`config.mk`:
```
export PLATFORM = sky130hd
export DESIGN_NAME = pmcs_top
export DESIGN_NICKNAME = d
export VERILOG_FILES = /design/src/hdl/pmcs_pkg.sv /design/src/hdl/pmcs_top.sv
export VERILOG_INCLUDE_DIRS = /design/src /design/src/hdl
export SDC_FILE = /design/constraint.sdc
export NUM_CORES = 2
export LEC_CHECK = 0
export ABC_AREA = 1
export BUFFER_PORTS_ARGS = -buffer_cell sky130_fd_sc_hd__buf_2
export CAP_MARGIN = 10
export CORE_ASPECT_RATIO = 0.6
export CORE_MARGIN = 2
export CORE_UTILIZATION = 55
export DETAILED_ROUTE_END_ITERATION = 12
export GPL_TIMING_DRIVEN = 0
export PLACE_DENSITY = 0.68
export SKIP_CTS_REPAIR_TIMING = 1
export SLEW_MARGIN = 20
export SYNTH_ARGS = -nofsm -noshare
export SYNTH_HDL_FRONTEND = slang
export SYNTH_SLANG_ARGS = --single-unit
```
`constraint.sdc`:
```
create_clock -name core_clk -period 9.14 [get_ports core_clk]
set_clock_uncertainty 0.05 [all_clocks]
set_input_delay 0.914 -clock core_clk [delete_from_list [all_inputs] [get_ports core_clk]]
set_output_delay 0.914 -clock core_clk [all_outputs]
set_load 0.02 [all_outputs]
```
`src/hdl/pmcs_cfg.svh`:
```
`ifndef PMCS_CFG_SVH
`define PMCS_CFG_SVH

// register byte offsets
`define PMCS_OFS_CONFIG 5'h00
`define PMCS_OFS_CALIB 5'h04
`define PMCS_OFS_STATUS 5'h08
`define PMCS_OFS_SHUNT 5'h0c
`define PMCS_OFS_BUS 5'h10
`define PMCS_OFS_CURRENT 5'h14
`define PMCS_OFS_POWER 5'h18

// config field positions
`define PMCS_MODE_LSB 0
`define PMCS_MODE_MSB 2
`define PMCS_AVG_LSB 9
`define PMCS_AVG_MSB 11

// mode bit meanings
`define PMCS_MODE_SHUNT_BIT 0
`define PMCS_MODE_BUS_BIT 1
`define PMCS_MODE_CONT_BIT 2
`define PMCS_MODE_CONT_BOTH 3'h7

// status field positions
`define PMCS_ST_READY_BIT 0
`define PMCS_ST_BUSY_BIT 1
`define PMCS_ST_PD_BIT 2
`define PMCS_ST_RECOVER_BIT 3

// reset values
`define PMCS_RST_MODE 3'h7
`define PMCS_RST_AVG 3'h0
`define PMCS_RST_CALIB 16'h0000

// arithmetic scaling
`define PMCS_CUR_SHIFT 11
`define PMCS_POW_SHIFT 13
`define PMCS_BUS_LSB_UV 1250
`define PMCS_BUS_FULL_SCALE_MV 40960

// timing
`define PMCS_CLK_HZ 50000000
`define PMCS_RECOVER_US 40
`define PMCS_RECOVER_CYC ((`PMCS_CLK_HZ / 1000000) * `PMCS_RECOVER_US)

`endif

```
`src/hdl/pmcs_pkg.sv`:
```
`include "pmcs_cfg.svh"

package pmcs_pkg;

  // sequencer states
  typedef enum logic [1:0] {
    S_IDLE,
    S_RECOVER,
    S_START,
    S_WAIT
  } pmcs_state_e;

  typedef logic [15:0] pmcs_word_t;
  typedef logic [31:0] pmcs_acc_t;

  // complete state of the sequencer
  typedef struct packed {
    pmcs_state_e state;
    logic [2:0] mode;
    logic [2:0] avg_sel;
    pmcs_word_t calib;
    logic calib_valid;
    logic ready_flag;
    logic restart_pend;
    logic chan;
    logic adc_start;
    logic power_down;
    logic [11:0] rec_cnt;
    logic [10:0] samp_cnt;
    pmcs_acc_t acc_shunt;
    pmcs_acc_t acc_bus;
    pmcs_acc_t acc_cur;
    pmcs_acc_t acc_pow;
    pmcs_word_t last_cur;
    pmcs_word_t res_shunt;
    pmcs_word_t res_bus;
    pmcs_word_t res_cur;
    pmcs_word_t res_pow;
    logic wait_req;
    logic [31:0] rdata;
  } pmcs_state_s;

endpackage

```
`src/hdl/pmcs_top.sv`:
```
// Function
// - mode 111 loops shunt then bus conversions with no host action.
// - after each shunt conversion, current is shunt scaled by calibration.
// - after each bus conversion, power is last current times new bus.
// - without a programmed calibration, current and power read zero.
// - samples repeat into accumulators until the averaging count is reached.
// - result registers load only when the whole averaging set completes.
// - results hold until the next complete averaged result replaces them.
// - reading results never disturbs a running conversion or average.
// - modes exist that convert only shunt or only bus voltage.
// - writing mode 001, 010 or 011 runs exactly one set, then stops.
// - registers stay readable and writable while powered down.
// - leaving power-down waits 40 us recovery before converting.
// - power-down lasts until an active mode is written.
// - ready flag sets when conversions, averaging and multiply finish.
// - any config write clears ready flag, unless it selects power-down or an averaging set completes in that cycle.
// - reading status clears the ready flag, unless an averaging set completes in that cycle.
// - current and power math runs alongside, adding no conversion time.
// - with averaging above one, per-sample values go to accumulators.
// - all four quantities accumulate when both channels run; averages load at end of set.
// - bus result is 1.25 mV per bit, 40.96 V full scale.
`include "pmcs_cfg.svh"
`timescale 1ns/1ps
`default_nettype none

module pmcs_top #(
  parameter int RECOVER_CYC = `PMCS_RECOVER_CYC
) (
  // clock and reset
  input wire logic core_clk,
  input wire logic rst,
  // avalon-mm slave
  input wire logic [4:0] avs_address,
  input wire logic avs_read,
  input wire logic avs_write,
  input wire logic [31:0] avs_writedata,
  input wire logic [3:0] avs_byteenable,
  output logic [31:0] avs_readdata,
  output logic avs_waitrequest,
  // converter front end
  output logic adc_start,
  output logic adc_channel,
  output logic adc_power_down,
  input wire logic adc_done,
  input wire pmcs_pkg::pmcs_word_t adc_data,
  // status level
  output logic conversion_ready_flag
);
  import pmcs_pkg::*;

  pmcs_state_s st_reg;
  pmcs_state_s st_next;

  ////////////////////////////////////////////////////////////////////////////
  // helper functions

  // averaging code to shift: 1,4,16,64,128,256,512,1024 samples
  function automatic logic [3:0] avg_shift(input logic [2:0] sel);
    logic [3:0] sh;
    sh = 4'h0;
    unique case (sel)
      3'h0: sh = 4'h0;
      3'h1: sh = 4'h2;
      3'h2: sh = 4'h4;
      3'h3: sh = 4'h6;
      3'h4: sh = 4'h7;
      3'h5: sh = 4'h8;
      3'h6: sh = 4'h9;
      3'h7: sh = 4'ha;
    endcase
    return sh;
  endfunction

  // byte-lane merge of a 32-bit write
  function automatic logic [31:0] merge(input logic [31:0] old, input logic [31:0] wd,
                                        input logic [3:0] be);
    logic [31:0] res;
    res = old;
    for (int i = 0; i < 4; i++) begin
      if (be[i]) begin
        res[i*8 +: 8] = wd[i*8 +: 8];
      end
    end
    return res;
  endfunction

  // first channel of a sample: shunt unless the mode skips it
  function automatic logic first_chan(input logic [2:0] m);
    return ~m[`PMCS_MODE_SHUNT_BIT];
  endfunction

  // a mode with neither channel enabled is power-down
  function automatic logic is_pd(input logic [2:0] m);
    return ~m[`PMCS_MODE_SHUNT_BIT] & ~m[`PMCS_MODE_BUS_BIT];
  endfunction

  ////////////////////////////////////////////////////////////////////////////
  // per-sample arithmetic, single cycle so no conversion time is added

  logic signed [32:0] cur_prod;
  logic [15:0] cur_sample;
  logic [31:0] cur_mag;
  logic [47:0] pow_prod;
  logic [15:0] pow_sample;

  // current from shunt sample and calibration
  always_comb begin
    cur_prod = $signed({{17{adc_data[15]}}, adc_data}) * $signed({17'h0_0000, st_reg.calib});
    cur_sample = st_reg.calib_valid ? cur_prod[`PMCS_CUR_SHIFT +: 16] : 16'h0000;
  end

  // power from last current and new bus sample
  always_comb begin
    cur_mag = {16'h0000, (st_reg.last_cur[15] ? 16'(-st_reg.last_cur) : st_reg.last_cur)};
    pow_prod = {16'h0000, cur_mag} * {32'h0000_0000, adc_data};
    pow_sample = st_reg.calib_valid ? pow_prod[`PMCS_POW_SHIFT +: 16] : 16'h0000;
  end

  ////////////////////////////////////////////////////////////////////////////
  // next-state logic

  always_comb begin
    logic [3:0] sh;
    logic [10:0] navg;
    logic sample_end;
    logic set_evt;
    logic clr_evt;
    logic bus_go;
    logic [31:0] cfg_word;
    logic [31:0] cfg_new;
    logic [2:0] new_mode;
    logic [31:0] cal_new;
    sh = avg_shift(st_reg.avg_sel);
    navg = 11'(11'h001 << sh);
    sample_end = 1'b0;
    set_evt = 1'b0;
    clr_evt = 1'b0;
    bus_go = (avs_read | avs_write) & ~st_reg.wait_req;
    cfg_word = 32'h0000_0000;
    cfg_word[`PMCS_MODE_MSB:`PMCS_MODE_LSB] = st_reg.mode;
    cfg_word[`PMCS_AVG_MSB:`PMCS_AVG_LSB] = st_reg.avg_sel;
    cfg_new = merge(cfg_word, avs_writedata, avs_byteenable);
    new_mode = cfg_new[`PMCS_MODE_MSB:`PMCS_MODE_LSB];
    // calibration merge kept whole; only its low half is stored
    cal_new = merge({16'h0000, st_reg.calib}, avs_writedata, avs_byteenable);
    st_next = st_reg;
    st_next.adc_start = 1'b0;

    // sequencer
    unique case (st_reg.state)
      S_IDLE: begin
        st_next.state = S_IDLE;
      end
      // count out the wake-up time before the first conversion
      S_RECOVER: begin
        if (st_reg.rec_cnt >= 12'(RECOVER_CYC - 1)) begin
          st_next.state = S_START;
          st_next.chan = first_chan(st_reg.mode);
          st_next.rec_cnt = 12'h000;
        end else begin
          st_next.rec_cnt = st_reg.rec_cnt + 12'h001;
        end
      end
      S_START: begin
        st_next.adc_start = 1'b1;
        st_next.state = S_WAIT;
      end
      S_WAIT: begin
        if (adc_done) begin
          if (st_reg.restart_pend) begin
            // stale result from an abandoned sample is dropped
            st_next.restart_pend = 1'b0;
            st_next.state = S_START;
            st_next.chan = first_chan(st_reg.mode);
          end else if (!st_reg.chan) begin
            // shunt sample and its current go to the sums
            st_next.acc_shunt = st_reg.acc_shunt + {{16{adc_data[15]}}, adc_data};
            st_next.acc_cur = st_reg.acc_cur + {{16{cur_sample[15]}}, cur_sample};
            st_next.last_cur = cur_sample;
            if (st_reg.mode[`PMCS_MODE_BUS_BIT]) begin
              st_next.chan = 1'b1;
              st_next.state = S_START;
            end else begin
              sample_end = 1'b1;
            end
          end else begin
            // bus sample, 1.25 mV per bit, and power to the sums
            st_next.acc_bus = st_reg.acc_bus + {16'h0000, adc_data};
            st_next.acc_pow = st_reg.acc_pow + {16'h0000, pow_sample};
            sample_end = 1'b1;
          end
        end
      end
    endcase

    // end of one sample: more samples, or load the averages
    if (sample_end) begin
      if (st_reg.samp_cnt + 11'h001 >= navg) begin
        if (st_reg.mode[`PMCS_MODE_SHUNT_BIT]) begin
          st_next.res_shunt = 16'($signed(st_next.acc_shunt) >>> sh);
          st_next.res_cur = 16'($signed(st_next.acc_cur) >>> sh);
        end
        if (st_reg.mode[`PMCS_MODE_BUS_BIT]) begin
          st_next.res_bus = 16'(st_next.acc_bus >> sh);
          st_next.res_pow = 16'(st_next.acc_pow >> sh);
        end
        st_next.acc_shunt = 32'h0000_0000;
        st_next.acc_bus = 32'h0000_0000;
        st_next.acc_cur = 32'h0000_0000;
        st_next.acc_pow = 32'h0000_0000;
        st_next.samp_cnt = 11'h000;
        set_evt = 1'b1;
        if (st_reg.mode[`PMCS_MODE_CONT_BIT]) begin
          st_next.state = S_START;
          st_next.chan = first_chan(st_reg.mode);
        end else begin
          st_next.state = S_IDLE;
        end
      end else begin
        st_next.samp_cnt = st_reg.samp_cnt + 11'h001;
        st_next.state = S_START;
        st_next.chan = first_chan(st_reg.mode);
      end
    end

    // bus handshake: answer one cycle after the request appears
    if ((avs_read | avs_write) && st_reg.wait_req) begin
      st_next.wait_req = 1'b0;
      st_next.rdata = 32'h0000_0000;
      // read data captured here; result reads touch nothing else
      unique case (avs_address)
        `PMCS_OFS_CONFIG: st_next.rdata = cfg_word;
        `PMCS_OFS_CALIB: st_next.rdata = {16'h0000, st_reg.calib};
        `PMCS_OFS_STATUS: begin
          st_next.rdata[`PMCS_ST_READY_BIT] = st_reg.ready_flag;
          st_next.rdata[`PMCS_ST_BUSY_BIT] = (st_reg.state != S_IDLE);
          st_next.rdata[`PMCS_ST_PD_BIT] = st_reg.power_down;
          st_next.rdata[`PMCS_ST_RECOVER_BIT] = (st_reg.state == S_RECOVER);
        end
        `PMCS_OFS_SHUNT: st_next.rdata = {16'h0000, st_reg.res_shunt};
        `PMCS_OFS_BUS: st_next.rdata = {16'h0000, st_reg.res_bus};
        `PMCS_OFS_CURRENT: st_next.rdata = {16'h0000, st_reg.res_cur};
        `PMCS_OFS_POWER: st_next.rdata = {16'h0000, st_reg.res_pow};
        default: st_next.rdata = 32'h0000_0000;
      endcase
    end

    // request takes effect at the edge where waitrequest is low
    if (bus_go) begin
      st_next.wait_req = 1'b1;
      if (avs_read && avs_address == `PMCS_OFS_STATUS) begin
        clr_evt = 1'b1;
      end
      if (avs_write && avs_address == `PMCS_OFS_CALIB) begin
        st_next.calib = cal_new[15:0];
        st_next.calib_valid = 1'b1;
      end
      if (avs_write && avs_address == `PMCS_OFS_CONFIG) begin
        st_next.mode = new_mode;
        st_next.avg_sel = cfg_new[`PMCS_AVG_MSB:`PMCS_AVG_LSB];
        // every config write drops partial sums; only active modes restart
        st_next.acc_shunt = 32'h0000_0000;
        st_next.acc_bus = 32'h0000_0000;
        st_next.acc_cur = 32'h0000_0000;
        st_next.acc_pow = 32'h0000_0000;
        st_next.samp_cnt = 11'h000;
        st_next.restart_pend = 1'b0;
        if (is_pd(new_mode)) begin
          // power-down keeps the flag and stops sequencing
          st_next.power_down = 1'b1;
          st_next.state = S_IDLE;
          st_next.rec_cnt = 12'h000;
        end else begin
          clr_evt = 1'b1;
          st_next.chan = first_chan(new_mode);
          if (st_reg.power_down) begin
            st_next.power_down = 1'b0;
            st_next.state = S_RECOVER;
            st_next.rec_cnt = 12'h000;
          end else if (st_reg.state == S_RECOVER) begin
            st_next.state = S_RECOVER;
            st_next.rec_cnt = st_reg.rec_cnt;
          end else if (st_reg.state == S_WAIT && !adc_done) begin
            // conversion still in flight; its result is discarded
            st_next.state = S_WAIT;
            st_next.restart_pend = 1'b1;
          end else begin
            st_next.state = S_START;
          end
        end
      end
    end

    // flag: a set in the same cycle as a clear wins
    if (set_evt) begin
      st_next.ready_flag = 1'b1;
    end else if (clr_evt) begin
      st_next.ready_flag = 1'b0;
    end
  end

  ////////////////////////////////////////////////////////////////////////////
  // state register

  always_ff @(posedge core_clk) begin
    if (rst) begin
      st_reg <= '0;
      st_reg.state <= S_RECOVER;
      st_reg.mode <= `PMCS_RST_MODE;
      st_reg.avg_sel <= `PMCS_RST_AVG;
      st_reg.calib <= `PMCS_RST_CALIB;
      st_reg.wait_req <= 1'b1;
    end else begin
      st_reg <= st_next;
    end
  end

  ////////////////////////////////////////////////////////////////////////////
  // outputs straight from the state register

  assign avs_readdata = st_reg.rdata;
  assign avs_waitrequest = st_reg.wait_req;
  assign adc_start = st_reg.adc_start;
  assign adc_channel = st_reg.chan;
  assign adc_power_down = st_reg.power_down;
  assign conversion_ready_flag = st_reg.ready_flag;

endmodule

`default_nettype wire

```
==> results_dict.tcl <==
set metrics [dict create \
    dr.pass1.iters 9 \
    yosys_register_bits 278 \
    gp_congestion 1.14 \
    grt-ovfl-total 0 \
    largest_reg_flops 253 \
    slowest_delay_ns 0.60 \
    dieArea_sq_um 73300 \
    dp_hpwl_um 146000 \
    nFillCells 6487 \
    dieWidth_um 348 \
    power_leakage_nw 22.1 \
    worstPathRequired_ns 9.60 \
    critical_path_arrival_ns 9.71 \
    path_clk_slew_ns 0.08 \
    power.density_nw_per_um2 67.4 \
    synth-edff-count 0 \
    cts_inserted_buffers 28 \
    avgSynthCellArea_sq_um 6.49 \
    failed_checks "setup timing" \
    final_nets 6905 \
    instances_no_fill 7135 \
    io_buffers 63 \
    cp.buffers_inverters 8 \
    max_slew_margin_pct 3.89 \
    reg2reg_depth 46 \
    die_y_um 211 \
    core_sq_um 70100 \
    ios 99 \
    min_period_ns 9.25 \
    cts_tree "done" \
    final_cell_mix "nand2_1 (1580), inv_1 (970), nand3_1 (547)" \
    cts_max_path_buffers 3 \
    final-setup-viol-count 7 \
    grt_use_total_pct 48.2 \
    worstSetupEndpointType "flip-flop" \
    final.setup.tns_ns -0.449 \
    hold_viol 0 \
    ys_async_sr_fraction_pct 0 \
    drive_gt1_share_pct 11.9 \
    seq_area_frac_synth_pct 14.2 \
    antenna_left 0 \
    grt_max_degree 20 \
    slowest_stage "fa_2" \
    avgRoutedWirePerCell_um 25.6 \
    peakVddDrop_v 0.000142 \
    syn_to_final_growth_pct 12.8 \
    dpl_cell_area_sq_um 40600 \
    crit_cells 46 \
    start_util_pct 55.8 \
    clkLatencyLatePin_ns 0.64 \
    synth_area_sq_um 39100 \
    cp-start-kind "flip-flop" \
    synth_cell_types 69 \
    clock.fmax_mhz 108 \
    layout_commonest_cell "nand2_1" \
    crit_family "simple AND/OR/NAND/NOR gates" \
    synthCells 6023 \
    crit_path_max_fanout 5 \
    rsz0062_at_grt "true" \
    grt_pass1_wl_um 258000 \
    dp.cells 7026 \
    rows 75 \
    totalWireLength_um 183000 \
    drc 0 \
    outcome "finished with violations" \
    critical_path_class "flip-flop to flip-flop" \
    htreeDepth 1 \
    drt_iter0_markers 7574 \
    num_vias 44100 \
    ys_warn_count 0 \
    min_period_over_period_pct 101 \
    hp-class "flip-flop to flip-flop" \
    worst_slew_pin_slew_ns 1.44 \
    synth-main-ff-cell "dfxtp_1" \
    clock-sinks 278 \
    multiInputGateArea_sq_um 30200 \
    slew_violations 0 \
    antenna_found_initial 3 \
    via_per_inst 6.18 \
    clock-root-buffer "clkbuf_16" \
    max_cap_viol_count 0 \
    hold_depth 2 \
    fin_ws_ns -0.105 \
    register_area_sq_um 5570 \
    final_area_sq_um 44100 \
    grt_pass1_vias 38700 \
]
-- per-layer routing --
metal	track usage (%)	vias up	share of wire, %
met3	32.6	418	22
met5	4.54	-	0.25
met4	8.84	14	2.9
li1	-	19200	-
met2	54.9	3679	33
met1	71.3	20700	42
-- cell type report --
class | instances | area share, %
inverter | 1012 | 8.69
buffer | 260 | 3.28
clock inverter | 15 | 0.633
tap | 924 | 2.62
multi-input combinational | 4478 | 68.5
timing repair buffer | 126 | 1.88
sequential | 278 | 12.6
antenna | 5 | 0.0284
clock buffer | 37 | 1.76
-- cell families (layout without fill, tap and decap cells) --
group,after synthesis,in the layout,share of synthesized area (%)
mux,8,8,0.208
flops,278,278,14.2
simple gates,3022,3023,32.9
fa+ha+maj,659,659,28.4
other cells,1,21,0.00959
compound gates,709,709,9.81
buf+inv,1283,1450,13.0
xor+xnor,63,63,1.43
-- synthesized netlist by cell type, types with 12 or more instances --
library cell  count  area [sq um]
nand2_1        1657          6220
or2_2            57           357
ha_1            278          3480
nor4_1           12          75.1
a21oi_1         322          1610
dfxtp_1         278          5570
fa_1            381          7630
buf_4            40           300
xor2_1           28           245
o21ai_0         223          1120
buf_2            36           180
buf_1            42           158
clkbuf_1        147           552
a221oi_1         12           105
nor2_1          510          1910
o21ai_1          48           240
inv_1           991          3720
o22ai_1          14          87.6
a31oi_1          23           144
nand3_1         605          3030
nand3b_1         28           210
xnor2_1          34           298
nand4_1          68           425
nor3_1           35           175
-- tightest hold or removal path, stage by stage (launching register included) --
cell     delay (ns)
dfxtp_1        0.31
nand2_1        0.06
a21oi_1        0.06
-- power by group --
group / internal [mW] / leakage, nW / switching, mW
clock network: 0.800 / 0.510 / 0.625
registers: 1.21 / 2.24 / 0.00287
logic: 0.0810 / 19.3 / 0.250
total: 2.09 / 22.1 / 0.878
-- stage by stage --
stage / power (mW) / hold WS [ns] / worst slack (ns) / utilization [%]
2_1_floorplan: 1.41 / 0.389 / 1.04 / -
3_3_place_gp: 1.54 / 0.401 / -1.71 / 58.0
3_5_place_dp: 1.54 / 0.403 / -1.72 / 58.0
4_1_cts: 2.91 / 0.421 / -1.42 / 59.5
5_1_grt: 3.01 / 0.446 / -0.370 / 62.9
6_report: 2.97 / 0.424 / -0.105 / 62.9
-- path summary, 6_finish.rpt --
check                         from                to  slack (ns)
hold reg to reg   avs_readdata[14]  avs_readdata[14]        0.42
setup / recovery        st_reg[97]        st_reg[42]       -0.11
setup reg to reg        st_reg[97]        st_reg[42]       -0.11
hold / removal    avs_readdata[14]  avs_readdata[14]        0.42
Power figures use the tool's default switching activity.
